File: src/logic/uhls_map.svh
// Constants for the list scheduler: shared-area layout, timing, limits.
// Assumes a 200 MHz reference clock and a 32-bit memory bus.
`ifndef UHLS_MAP_SVH
`define UHLS_MAP_SVH

// ----------------------------------------------------------------
// Timing
// ----------------------------------------------------------------
`define UHLS_CLK_PERIOD_PS   5000
`define UHLS_FRAME_US        1000
`define UHLS_FRAME_CYC       ((`UHLS_FRAME_US * 1000 * 1000) / `UHLS_CLK_PERIOD_PS)

// ----------------------------------------------------------------
// Shared communication area layout (byte offsets)
// ----------------------------------------------------------------
`define UHLS_AREA_INT_TABLE  32'h0000_0000
`define UHLS_AREA_FRAME_NUM  32'h0000_0080
`define UHLS_AREA_DONE_HEAD  32'h0000_0084
`define UHLS_INT_LISTS       32
`define UHLS_INT_IDX_BITS    5

// ----------------------------------------------------------------
// Descriptor layout (byte offsets, field positions)
// ----------------------------------------------------------------
`define UHLS_ED_CTRL         32'h0000_0000
`define UHLS_ED_TD_HEAD      32'h0000_0008
`define UHLS_ED_NEXT         32'h0000_000C
`define UHLS_TD_CTRL         32'h0000_0000
`define UHLS_TD_BUF_CUR      32'h0000_0004
`define UHLS_TD_NEXT         32'h0000_0008
`define UHLS_TD_BUF_END      32'h0000_000C
`define UHLS_ED_FA_LSB       0
`define UHLS_ED_EN_LSB       7
`define UHLS_ED_DIR_LSB      11
`define UHLS_ED_SPEED_BIT    13
`define UHLS_ED_MPS_LSB      16
`define UHLS_TD_TOGGLE_LSB   24
`define UHLS_TD_CC_LSB       28
`define UHLS_PAGE_BITS       12
`define UHLS_TD_MAX_BYTES    8192
`define UHLS_PTR_MASK        32'hFFFF_FFF0
`define UHLS_NULL_PTR        32'h0000_0000

// ----------------------------------------------------------------
// Reset values, port count and FIFO depth
// ----------------------------------------------------------------
`define UHLS_CB_RATIO_RST    2'h3
`define UHLS_ROOT_PORTS      3
`define UHLS_FIFO_DEPTH      4

`endif

File: src/logic/uhls_pkg.sv
// Types for the list scheduler.
// Assumes uhls_map.svh is on the include path.
package uhls_pkg;

    // ------------------------------------------------------------
    // Scheduler states
    // ------------------------------------------------------------
    typedef enum logic [3:0] {
        UHLS_IDLE      = 4'b0000,
        UHLS_SOF       = 4'b0001,
        UHLS_FN_WR     = 4'b0010,
        UHLS_PICK      = 4'b0011,
        UHLS_ED_RD     = 4'b0100,
        UHLS_TD_RD     = 4'b0101,
        UHLS_XFER      = 4'b0110,
        UHLS_RETIRE    = 4'b0111,
        UHLS_DONE_WR   = 4'b1000,
        UHLS_INT_RD    = 4'b1001,
        UHLS_WAIT_EOF  = 4'b1010
    } uhls_state_t;

    // List being served
    typedef enum logic [1:0] {
        UHLS_L_CTRL = 2'b00,
        UHLS_L_BULK = 2'b01,
        UHLS_L_PER  = 2'b10
    } uhls_list_t;

    // Bus transfer phases
    typedef enum logic [1:0] {
        UHLS_PH_REQ  = 2'b00,
        UHLS_PH_WAIT = 2'b01
    } uhls_phase_t;

endpackage : uhls_pkg

File: src/logic/uhls_fifo.sv
// Small valid/ready FIFO carrying packet data towards the serial engine.
// Assumes one clock and an active-low asynchronous reset.
`timescale 1ns/1ps
module uhls_fifo #(
    parameter int WIDTH = 32,
    parameter int DEPTH = 4
) (
    // Clock and reset
    input  wire logic             ref_clk_i,
    input  wire logic             rst_n_i,
    // Fill side
    input  wire logic             in_valid_i,
    output logic                  in_ready_o,
    input  wire logic [WIDTH-1:0] in_data_i,
    // Drain side
    output logic                  out_valid_o,
    input  wire logic             out_ready_i,
    output logic [WIDTH-1:0]      out_data_o
);
    localparam int AW = $clog2(DEPTH);

    typedef struct packed {
        logic [DEPTH-1:0][WIDTH-1:0] mem;
        logic [AW-1:0]               wr;
        logic [AW-1:0]               rd;
        logic [AW:0]                 cnt;
    } uhls_fifo_st_t;

    uhls_fifo_st_t s_q;
    uhls_fifo_st_t s_d;
    logic          push;
    logic          pop;

    // Honest full and empty from the count
    assign in_ready_o  = (s_q.cnt != (AW+1)'(DEPTH));
    assign out_valid_o = (s_q.cnt != '0);
    assign out_data_o  = s_q.mem[s_q.rd];
    assign push        = in_valid_i && in_ready_o;
    assign pop         = out_valid_o && out_ready_i;

    // Next state
    always_comb begin
        s_d = s_q;
        if (push) begin
            s_d.mem[s_q.wr] = in_data_i;
            s_d.wr          = s_q.wr + 1'b1;
        end
        if (pop) begin
            s_d.rd = s_q.rd + 1'b1;
        end
        s_d.cnt = s_q.cnt + (AW+1)'(push) - (AW+1)'(pop);
    end

    // State register
    always_ff @(posedge ref_clk_i or negedge rst_n_i) begin
        if (!rst_n_i) begin
            s_q <= '0;
        end else begin
            s_q <= s_d;
        end
    end

endmodule : uhls_fifo

File: src/logic/uhls_sched.sv
// List processor: frame timer, list walker, memory master, packet request.
// Assumes the serial engine takes packet requests and reports completion.
`timescale 1ns/1ps
`include "uhls_map.svh"
module uhls_sched (
    // Clock and reset
    input  wire logic                 ref_clk_i,
    input  wire logic                 rst_n_i,
    // Software settings (level, same clock)
    input  wire logic                 run_i,
    input  wire logic                 ctrl_en_i,
    input  wire logic                 bulk_en_i,
    input  wire logic                 per_en_i,
    input  wire logic [1:0]           cb_ratio_i,
    input  wire logic [31:0]          area_base_i,
    input  wire logic [31:0]          ctrl_head_i,
    input  wire logic [31:0]          bulk_head_i,
    input  wire logic [13:0]          per_start_i,
    // Memory master
    output logic                      mem_req_o,
    output logic                      mem_we_o,
    output logic [31:0]               mem_addr_o,
    output logic [31:0]               mem_wdata_o,
    input  wire logic                 mem_ack_i,
    input  wire logic [31:0]          mem_rdata_i,
    // Packet engine
    output logic                      sof_o,
    output logic                      pkt_req_o,
    output logic [6:0]                pkt_addr_o,
    output logic [3:0]                pkt_ep_o,
    output logic [1:0]                pkt_dir_o,
    output logic                      pkt_low_o,
    output logic [10:0]               pkt_mps_o,
    output logic                      pkt_toggle_o,
    output logic [1:0]                pkt_port_o,
    input  wire logic                 pkt_done_i,
    input  wire logic [3:0]           pkt_cc_i,
    // Packet data stream
    output logic                      dat_valid_o,
    input  wire logic                 dat_ready_i,
    output logic [31:0]               dat_o,
    // Status
    output logic [15:0]               frame_num_o,
    output logic [31:0]               done_head_o
);
    import uhls_pkg::*;

    // ------------------------------------------------------------
    // State
    // ------------------------------------------------------------
    typedef struct packed {
        uhls_state_t st;
        uhls_phase_t ph;
        uhls_list_t  lst;
        logic        per_done;
        logic [17:0] fcnt;
        logic [15:0] fnum;
        logic [31:0] ctrl_cur;
        logic [31:0] bulk_cur;
        logic [31:0] ed;
        logic [31:0] ed_ctrl;
        logic [31:0] ed_next;
        logic [31:0] td;
        logic [31:0] td_ctrl;
        logic [31:0] td_next;
        logic [31:0] buf_cur;
        logic [1:0]  cb_cnt;
        logic [2:0]  wi;
        logic [31:0] done_head;
        logic        mreq;
        logic        mwe;
        logic [31:0] maddr;
        logic [31:0] mwdata;
        logic        sof;
        logic        preq;
        logic        dval;
    } uhls_st_t;

    uhls_st_t s_q;
    uhls_st_t s_d;
    logic     fifo_ready;
    logic     ack;

    assign ack = s_q.mreq && mem_ack_i;

    // ------------------------------------------------------------
    // Next-state logic
    // ------------------------------------------------------------
    always_comb begin
        logic [31:0] nxt;
        logic        frame_end;
        nxt       = '0;
        frame_end = (s_q.fcnt == 18'(`UHLS_FRAME_CYC - 1));
        s_d       = s_q;
        s_d.sof   = 1'b0;
        s_d.dval  = 1'b0;
        // Frame timer, 1 ms at 200 MHz
        s_d.fcnt = frame_end ? '0 : s_q.fcnt + 1'b1;
        case (s_q.st)
            UHLS_IDLE: begin
                // Entering operation opens a frame at once
                if (run_i) begin
                    s_d.st   = UHLS_SOF;
                    s_d.fcnt = '0;
                end
            end
            UHLS_SOF: begin
                s_d.sof      = 1'b1;
                s_d.fnum     = s_q.fnum + 1'b1;
                s_d.per_done = !per_en_i;
                s_d.st       = UHLS_FN_WR;
                s_d.mreq     = 1'b1;
                s_d.mwe      = 1'b1;
                s_d.maddr    = area_base_i + `UHLS_AREA_FRAME_NUM;
                s_d.mwdata   = {16'h0000, s_q.fnum + 16'h0001};
            end
            UHLS_FN_WR: begin
                if (ack) begin
                    s_d.mreq = 1'b0;
                    s_d.st   = UHLS_PICK;
                end
            end
            UHLS_PICK: begin
                // Periodic once threshold passes, else non-periodic
                if (!run_i) begin
                    s_d.st = UHLS_IDLE;
                end else if (!s_q.per_done && s_q.fcnt >= {4'h0, per_start_i}) begin
                    s_d.lst   = UHLS_L_PER;
                    s_d.st    = UHLS_INT_RD;
                    s_d.mreq  = 1'b1;
                    s_d.mwe   = 1'b0;
                    s_d.maddr = area_base_i + `UHLS_AREA_INT_TABLE
                              + {25'h0, s_q.fnum[`UHLS_INT_IDX_BITS-1:0], 2'b00};
                end else if (ctrl_en_i && (s_q.cb_cnt <= cb_ratio_i || !bulk_en_i)) begin
                    s_d.lst   = UHLS_L_CTRL;
                    s_d.ed    = (s_q.ctrl_cur == `UHLS_NULL_PTR) ? ctrl_head_i : s_q.ctrl_cur;
                    s_d.st    = UHLS_ED_RD;
                    s_d.wi    = 3'h0;
                end else if (bulk_en_i) begin
                    s_d.lst   = UHLS_L_BULK;
                    s_d.ed    = (s_q.bulk_cur == `UHLS_NULL_PTR) ? bulk_head_i : s_q.bulk_cur;
                    s_d.st    = UHLS_ED_RD;
                    s_d.wi    = 3'h0;
                end else begin
                    s_d.st = UHLS_WAIT_EOF;
                end
            end
            UHLS_INT_RD: begin
                if (ack) begin
                    s_d.mreq = 1'b0;
                    s_d.ed   = mem_rdata_i & `UHLS_PTR_MASK;
                    s_d.wi   = 3'h0;
                    s_d.st   = ((mem_rdata_i & `UHLS_PTR_MASK) == `UHLS_NULL_PTR) ?
                               UHLS_PICK : UHLS_ED_RD;
                    s_d.per_done = ((mem_rdata_i & `UHLS_PTR_MASK) == `UHLS_NULL_PTR);
                end
            end
            UHLS_ED_RD: begin
                // Fetch control, TD head and next words of the endpoint
                if (s_q.ed == `UHLS_NULL_PTR) begin
                    s_d.st = UHLS_PICK;
                    if (s_q.lst == UHLS_L_PER) begin
                        s_d.per_done = 1'b1;
                    end
                    // Empty bulk list still hands the turn back to control
                    if (s_q.lst == UHLS_L_BULK) begin
                        s_d.cb_cnt = 2'h0;
                    end
                end else if (!s_q.mreq) begin
                    s_d.mreq  = 1'b1;
                    s_d.mwe   = 1'b0;
                    s_d.maddr = s_q.ed + ((s_q.wi == 3'h0) ? `UHLS_ED_CTRL :
                                (s_q.wi == 3'h1) ? `UHLS_ED_TD_HEAD : `UHLS_ED_NEXT);
                end else if (ack) begin
                    s_d.mreq = 1'b0;
                    s_d.wi   = s_q.wi + 1'b1;
                    if (s_q.wi == 3'h0) begin
                        s_d.ed_ctrl = mem_rdata_i;
                    end else if (s_q.wi == 3'h1) begin
                        s_d.td = mem_rdata_i & `UHLS_PTR_MASK;
                    end else begin
                        s_d.ed_next = mem_rdata_i & `UHLS_PTR_MASK;
                        s_d.wi      = 3'h0;
                        s_d.st      = (s_q.td == `UHLS_NULL_PTR) ? UHLS_RETIRE : UHLS_TD_RD;
                    end
                end
            end
            UHLS_TD_RD: begin
                if (!s_q.mreq) begin
                    s_d.mreq  = 1'b1;
                    s_d.mwe   = 1'b0;
                    s_d.maddr = s_q.td + ((s_q.wi == 3'h0) ? `UHLS_TD_CTRL :
                                (s_q.wi == 3'h1) ? `UHLS_TD_BUF_CUR : `UHLS_TD_NEXT);
                end else if (ack) begin
                    s_d.mreq = 1'b0;
                    s_d.wi   = s_q.wi + 1'b1;
                    if (s_q.wi == 3'h0) begin
                        s_d.td_ctrl = mem_rdata_i;
                    end else if (s_q.wi == 3'h1) begin
                        s_d.buf_cur = mem_rdata_i;
                    end else begin
                        s_d.td_next = mem_rdata_i & `UHLS_PTR_MASK;
                        s_d.preq    = 1'b1;
                        s_d.st      = UHLS_XFER;
                    end
                end
            end
            UHLS_XFER: begin
                // Buffer pointer feeds the data stream whenever the FIFO has room
                if (fifo_ready) begin
                    s_d.dval = 1'b1;
                end
                if (pkt_done_i) begin
                    s_d.preq   = 1'b0;
                    s_d.wi     = 3'h0;
                    s_d.td_ctrl[`UHLS_TD_CC_LSB +: 4] = pkt_cc_i;
                    s_d.st     = UHLS_DONE_WR;
                end
            end
            UHLS_DONE_WR: begin
                // Write status, link to old done head, advance ED TD head, then new done head
                if (!s_q.mreq) begin
                    s_d.mreq  = 1'b1;
                    s_d.mwe   = 1'b1;
                    case (s_q.wi)
                        3'h0: begin
                            s_d.maddr  = s_q.td + `UHLS_TD_CTRL;
                            s_d.mwdata = s_q.td_ctrl;
                        end
                        3'h1: begin
                            s_d.maddr  = s_q.td + `UHLS_TD_NEXT;
                            s_d.mwdata = s_q.done_head;
                        end
                        3'h2: begin
                            s_d.maddr  = s_q.ed + `UHLS_ED_TD_HEAD;
                            s_d.mwdata = s_q.td_next;
                        end
                        default: begin
                            s_d.maddr  = area_base_i + `UHLS_AREA_DONE_HEAD;
                            s_d.mwdata = s_q.td;
                        end
                    endcase
                end else if (ack) begin
                    s_d.mreq = 1'b0;
                    s_d.wi   = s_q.wi + 1'b1;
                    if (s_q.wi == 3'h3) begin
                        s_d.done_head = s_q.td;
                        s_d.st        = UHLS_RETIRE;
                    end
                end
            end
            UHLS_RETIRE: begin
                // Advance along the endpoint list
                nxt    = s_q.ed_next;
                s_d.ed = nxt;
                s_d.wi = 3'h0;
                case (s_q.lst)
                    UHLS_L_CTRL: begin
                        s_d.ctrl_cur = nxt;
                        s_d.cb_cnt   = s_q.cb_cnt + 1'b1;
                        s_d.st       = UHLS_PICK;
                    end
                    UHLS_L_BULK: begin
                        s_d.bulk_cur = nxt;
                        s_d.cb_cnt   = 2'h0;
                        s_d.st       = UHLS_PICK;
                    end
                    default: begin
                        s_d.st = UHLS_ED_RD;
                    end
                endcase
            end
            UHLS_WAIT_EOF: begin
                s_d.st = run_i ? UHLS_PICK : UHLS_IDLE;
            end
            default: begin
                s_d.st = UHLS_IDLE;
            end
        endcase
        // Frame boundary opens with SOF while run_i is high, unless idle, in XFER or with a bus request pending
        if (frame_end && run_i && s_q.st != UHLS_IDLE && s_q.st != UHLS_XFER && !s_q.mreq) begin
            s_d.st = UHLS_SOF;
        end
        if (!ctrl_en_i) begin
            s_d.ctrl_cur = `UHLS_NULL_PTR;
        end
        if (!bulk_en_i) begin
            s_d.bulk_cur = `UHLS_NULL_PTR;
        end
    end

    // State register
    always_ff @(posedge ref_clk_i or negedge rst_n_i) begin
        if (!rst_n_i) begin
            s_q        <= '0;
            s_q.cb_cnt <= 2'h0;
        end else begin
            s_q <= s_d;
        end
    end

    // ------------------------------------------------------------
    // Packet data buffer
    // ------------------------------------------------------------
    uhls_fifo #(
        .WIDTH (32),
        .DEPTH (`UHLS_FIFO_DEPTH)
    ) u_fifo (
        .ref_clk_i   (ref_clk_i),
        .rst_n_i     (rst_n_i),
        .in_valid_i  (s_q.dval),
        .in_ready_o  (fifo_ready),
        .in_data_i   (s_q.buf_cur),
        .out_valid_o (dat_valid_o),
        .out_ready_i (dat_ready_i),
        .out_data_o  (dat_o)
    );

    // Outputs straight from state
    assign mem_req_o    = s_q.mreq;
    assign mem_we_o     = s_q.mwe;
    assign mem_addr_o   = s_q.maddr;
    assign mem_wdata_o  = s_q.mwdata;
    assign sof_o        = s_q.sof;
    assign pkt_req_o    = s_q.preq;
    assign pkt_addr_o   = s_q.ed_ctrl[`UHLS_ED_FA_LSB +: 7];
    assign pkt_ep_o     = s_q.ed_ctrl[`UHLS_ED_EN_LSB +: 4];
    assign pkt_dir_o    = s_q.ed_ctrl[`UHLS_ED_DIR_LSB +: 2];
    assign pkt_low_o    = s_q.ed_ctrl[`UHLS_ED_SPEED_BIT];
    assign pkt_mps_o    = s_q.ed_ctrl[`UHLS_ED_MPS_LSB +: 11];
    assign pkt_toggle_o = s_q.td_ctrl[`UHLS_TD_TOGGLE_LSB];
    assign pkt_port_o   = s_q.ed_ctrl[30:29];
    assign frame_num_o  = s_q.fnum;
    assign done_head_o  = s_q.done_head;

endmodule : uhls_sched

File: config.mk
export PLATFORM = sky130hd
export DESIGN_NAME = uhls_sched
export DESIGN_NICKNAME = d
export VERILOG_FILES = /design/src/logic/uhls_pkg.sv /design/src/logic/uhls_fifo.sv /design/src/logic/uhls_sched.sv
export VERILOG_INCLUDE_DIRS = /design/src /design/src/logic
export SDC_FILE = /design/constraint.sdc
export NUM_CORES = 1
export LEC_CHECK = 0
export BUFFER_PORTS_ARGS = -buffer_cell sky130_fd_sc_hd__buf_2
export CELL_PAD_IN_SITES_DETAIL_PLACEMENT = 0
export CELL_PAD_IN_SITES_GLOBAL_PLACEMENT = 1
export CORE_ASPECT_RATIO = 0.7
export CORE_MARGIN = 2
export CORE_UTILIZATION = 45
export DETAILED_ROUTE_END_ITERATION = 8
export PLACE_DENSITY_LB_ADDON = 0.1
export SLEW_MARGIN = 20
export SYNTH_ARGS = -nofsm -noshare
export SYNTH_HDL_FRONTEND = slang
export SYNTH_SLANG_ARGS = --single-unit
File: constraint.sdc
create_clock -name ref_clk_i -period 9.3 [get_ports ref_clk_i]
set_input_delay 0 -clock ref_clk_i [delete_from_list [all_inputs] [get_ports ref_clk_i]]
set_output_delay 0 -clock ref_clk_i [all_outputs]
set_load 0.02 [all_outputs]
==> metrics.yaml <==
outcome:
  status: "finished clean"
grt:
  grt_max_degree: 115
  grt_use_total: 0.307
  grt_pass1_vias: 23300
  antenna_found_initial: 9
  grt_first_pass_wirelength_um: 155000
  grt-ovfl-total: 0
timing:
  clock-skew-final_ns: 0.0592
  max_freq_ghz: 0.247
  relSlewSlack: 0.316
  fin_crit_sh: 0.436
  rsz0062_at_grt: "no"
  setup_tns_ns: 0
  layout_setup_ws_ns: 5.24
  finalMaxSlewViolations: 0
  hold_slack_ns: 0.0236
  post-route-min-period_ns: 4.06
  setup_viol: 0
  hold_viol_final: 0
  worst_slew_pin_slew_ns: 1.02
yosys:
  syn_inst: 2719
  postSynth.asyncResetShare: 1.00
  synth_common_cells: "dfrtp_1 (541), mux2_2 (343), nand2_1 (213)"
  synth_area_mm2: 0.0295
  synth_warnings: 0
  synth_top_cell_area_share: 0.458
  synth-main-ff-cell: "dfrtp_1"
  ys_ff_latch: 541
  yosys.cell_types.count: 95
  yosysTopAreaCell: "dfrtp_1"
  synth_area_leaders: "dfrtp_1 (46%), mux2_2 (13%), buf_4 (3.8%), nand2_1 (2.7%), mux4_2 (2.4%)"
  avgSynthCellArea_um2: 10.9
  yosysMostFrequentCell: "dfrtp_1"
  ys_seq_area_frac: 0.458
  synth_edf_count: 0
floorplanning:
  coreArea_mm2: 0.0649
  ioPinCount: 334
  start_util: 0.455
  die_x_um: 310
  dieArea_mm2: 0.0677
  row_count: 78
  fp.dieH_um: 218
drt:
  ant_nets: 0
  drtPass1Iterations: 9
  vias: 23700
  drt-initial-drc-count: 2311
  drc: 0
  wl_per_cell_um: 27.0
  wl_um: 105000
  viasPerCell: 6.11
cts:
  hold_buffers: 127
  cts_inserted_buffers: 56
  cts_tree: "done"
  cts_max_level: 2
  clk_path_buf_depth: 3
  clk_latency_ns: 0.65
  cts_resized: 0
  cts_sinks: 541
  cts-root-buf: "clkbuf_16"
  clk_pin_slew_worst_paths_ns: 0.07
  post_cts_buffers: 0
layout:
  drive_above_1_share: 0.296
  nets: 3155
  area_growth_pct: 15.2
  fin_util: 0.524
critical_path:
  cp_max_fo: 27
  cp_data_arrival_time_ns: 4.60
  required_ns: 9.84
  cp-start-kind: "flop"
  cp-end-kind: "flop"
  criticalPathCategory: "flop to flop"
placement:
  place_ws_ns: 5.73
  hpwl_um: 73900
  place.gp.congestion: 0.940
  port-buffer-count: 329
power:
  vdd_drop_max_mv: 0.173
  leakage_uw: 0.0159
  power.density_mw_per_mm2: 279
  finalPower_uw: 9510
run:
  maxCapViolCount: 0
min_path:
  hp-class: "input pin to flop"
## sequential cells by signal (all words and copies together), names as in the netlist, 2 cells and up
| name | cells |
|---|---|
| done_head_o | 28 |
| frame_num_o | 16 |
| mem_addr_o | 32 |
| mem_wdata_o | 32 |
| pkt_addr_o | 7 |
| pkt_dir_o | 2 |
| pkt_ep_o | 4 |
| pkt_mps_o | 11 |
| pkt_port_o | 2 |
| s_q | 266 |
| u_fifo.s_q | 135 |
## where the power goes
group          switching (µW)  internal (µW)
Clock                    1030           1300
Combinational            2180           1450
Sequential                686           2860
Total                    3900           5610
## path summary, 6_finish.rpt
| check | start | to | slack (ns) | cells past startpoint |
|---|---|---|---|---|
| min reg2reg | mem_wdata_o[2] | mem_wdata_o[2] | 0.47 | 2 |
| max | s_q[105] | s_q[300] | 5.24 | 10 |
| max reg2reg | s_q[105] | s_q[300] | 5.24 | 10 |
| min | area_base_i[29] | mem_addr_o[29] | 0.02 | 5 |
| min in group asynchronous | rst_n_i | s_q[114] | 0.48 | 3 |
| max in group asynchronous | rst_n_i | s_q[298] | 6.68 | 5 |
## worst max-delay path, cell delays in order (launching register included)
cell	delay, ns
dfrtp_1	0.42
ha_1	0.30
nor2b_1	0.13
o211ai_1	0.17
and2_1	0.23
buf_4	0.24
nor3_1	0.78
a22oi_1	0.28
dlygate4sd3_1	0.68
o22ai_1	0.14
dlygate4sd3_1	0.57
## cells by family (layout without fill, tap and decap cells)
logic type / Yosys count / after routing / share of synthesized area
other: 1 / 7 / 0.000127
buffers and inverters: 376 / 656 / 0.0695
adders and majority gates: 43 / 43 / 0.0190
xor gates and xnor gates: 140 / 140 / 0.0415
DFF: 541 / 541 / 0.458
AOI/OAI and AO/OA: 603 / 603 / 0.147
and+or+nand+nor: 634 / 634 / 0.107
muxes: 381 / 381 / 0.157
## routing by layer
metal  GRT usage  up-vias  routed length, µm
met5           0        -                 43
met4      0.0633        8               1840
met3      0.0709      135               9430
met2       0.464      965              46400
met1       0.450    12300              47100
li1            -    10400                  -
## cells in the final DEF (no fill, tap or decap), types with 47 or more instances in the layout
master,count
o21ai_0,99
a22o_1,63
xor2_1,66
nor4_1,51
nand2_1,213
a21oi_1,112
dlygate4sd3_1,127
clkbuf_16,56
a221oi_1,48
mux2_2,343
xnor2_1,74
buf_2,328
dfrtp_1,540
nor2_1,108
nand3_1,76
inv_1,47
## stage by stage
stage	instance area [µm²]	instances
3_5_place_dp	30800	3650
6_report	34000	3885
4_1_cts	34000	3882
2_1_floorplan	29500	2722
5_1_grt	34000	3884
3_3_place_gp	30800	3650
## cell type report
class | instances | area (µm²)
clock buffers | 71 | 1550
repair buffers | 502 | 3290
clock inverters | 34 | 358
fillers | 5795 | 30900
well taps | 880 | 1100
inverters | 49 | 184
flip-flops and latches | 541 | 13500
diodes | 3 | 7.51
multi-input cells | 1805 | 14000
(Power assumes the default switching activity.)
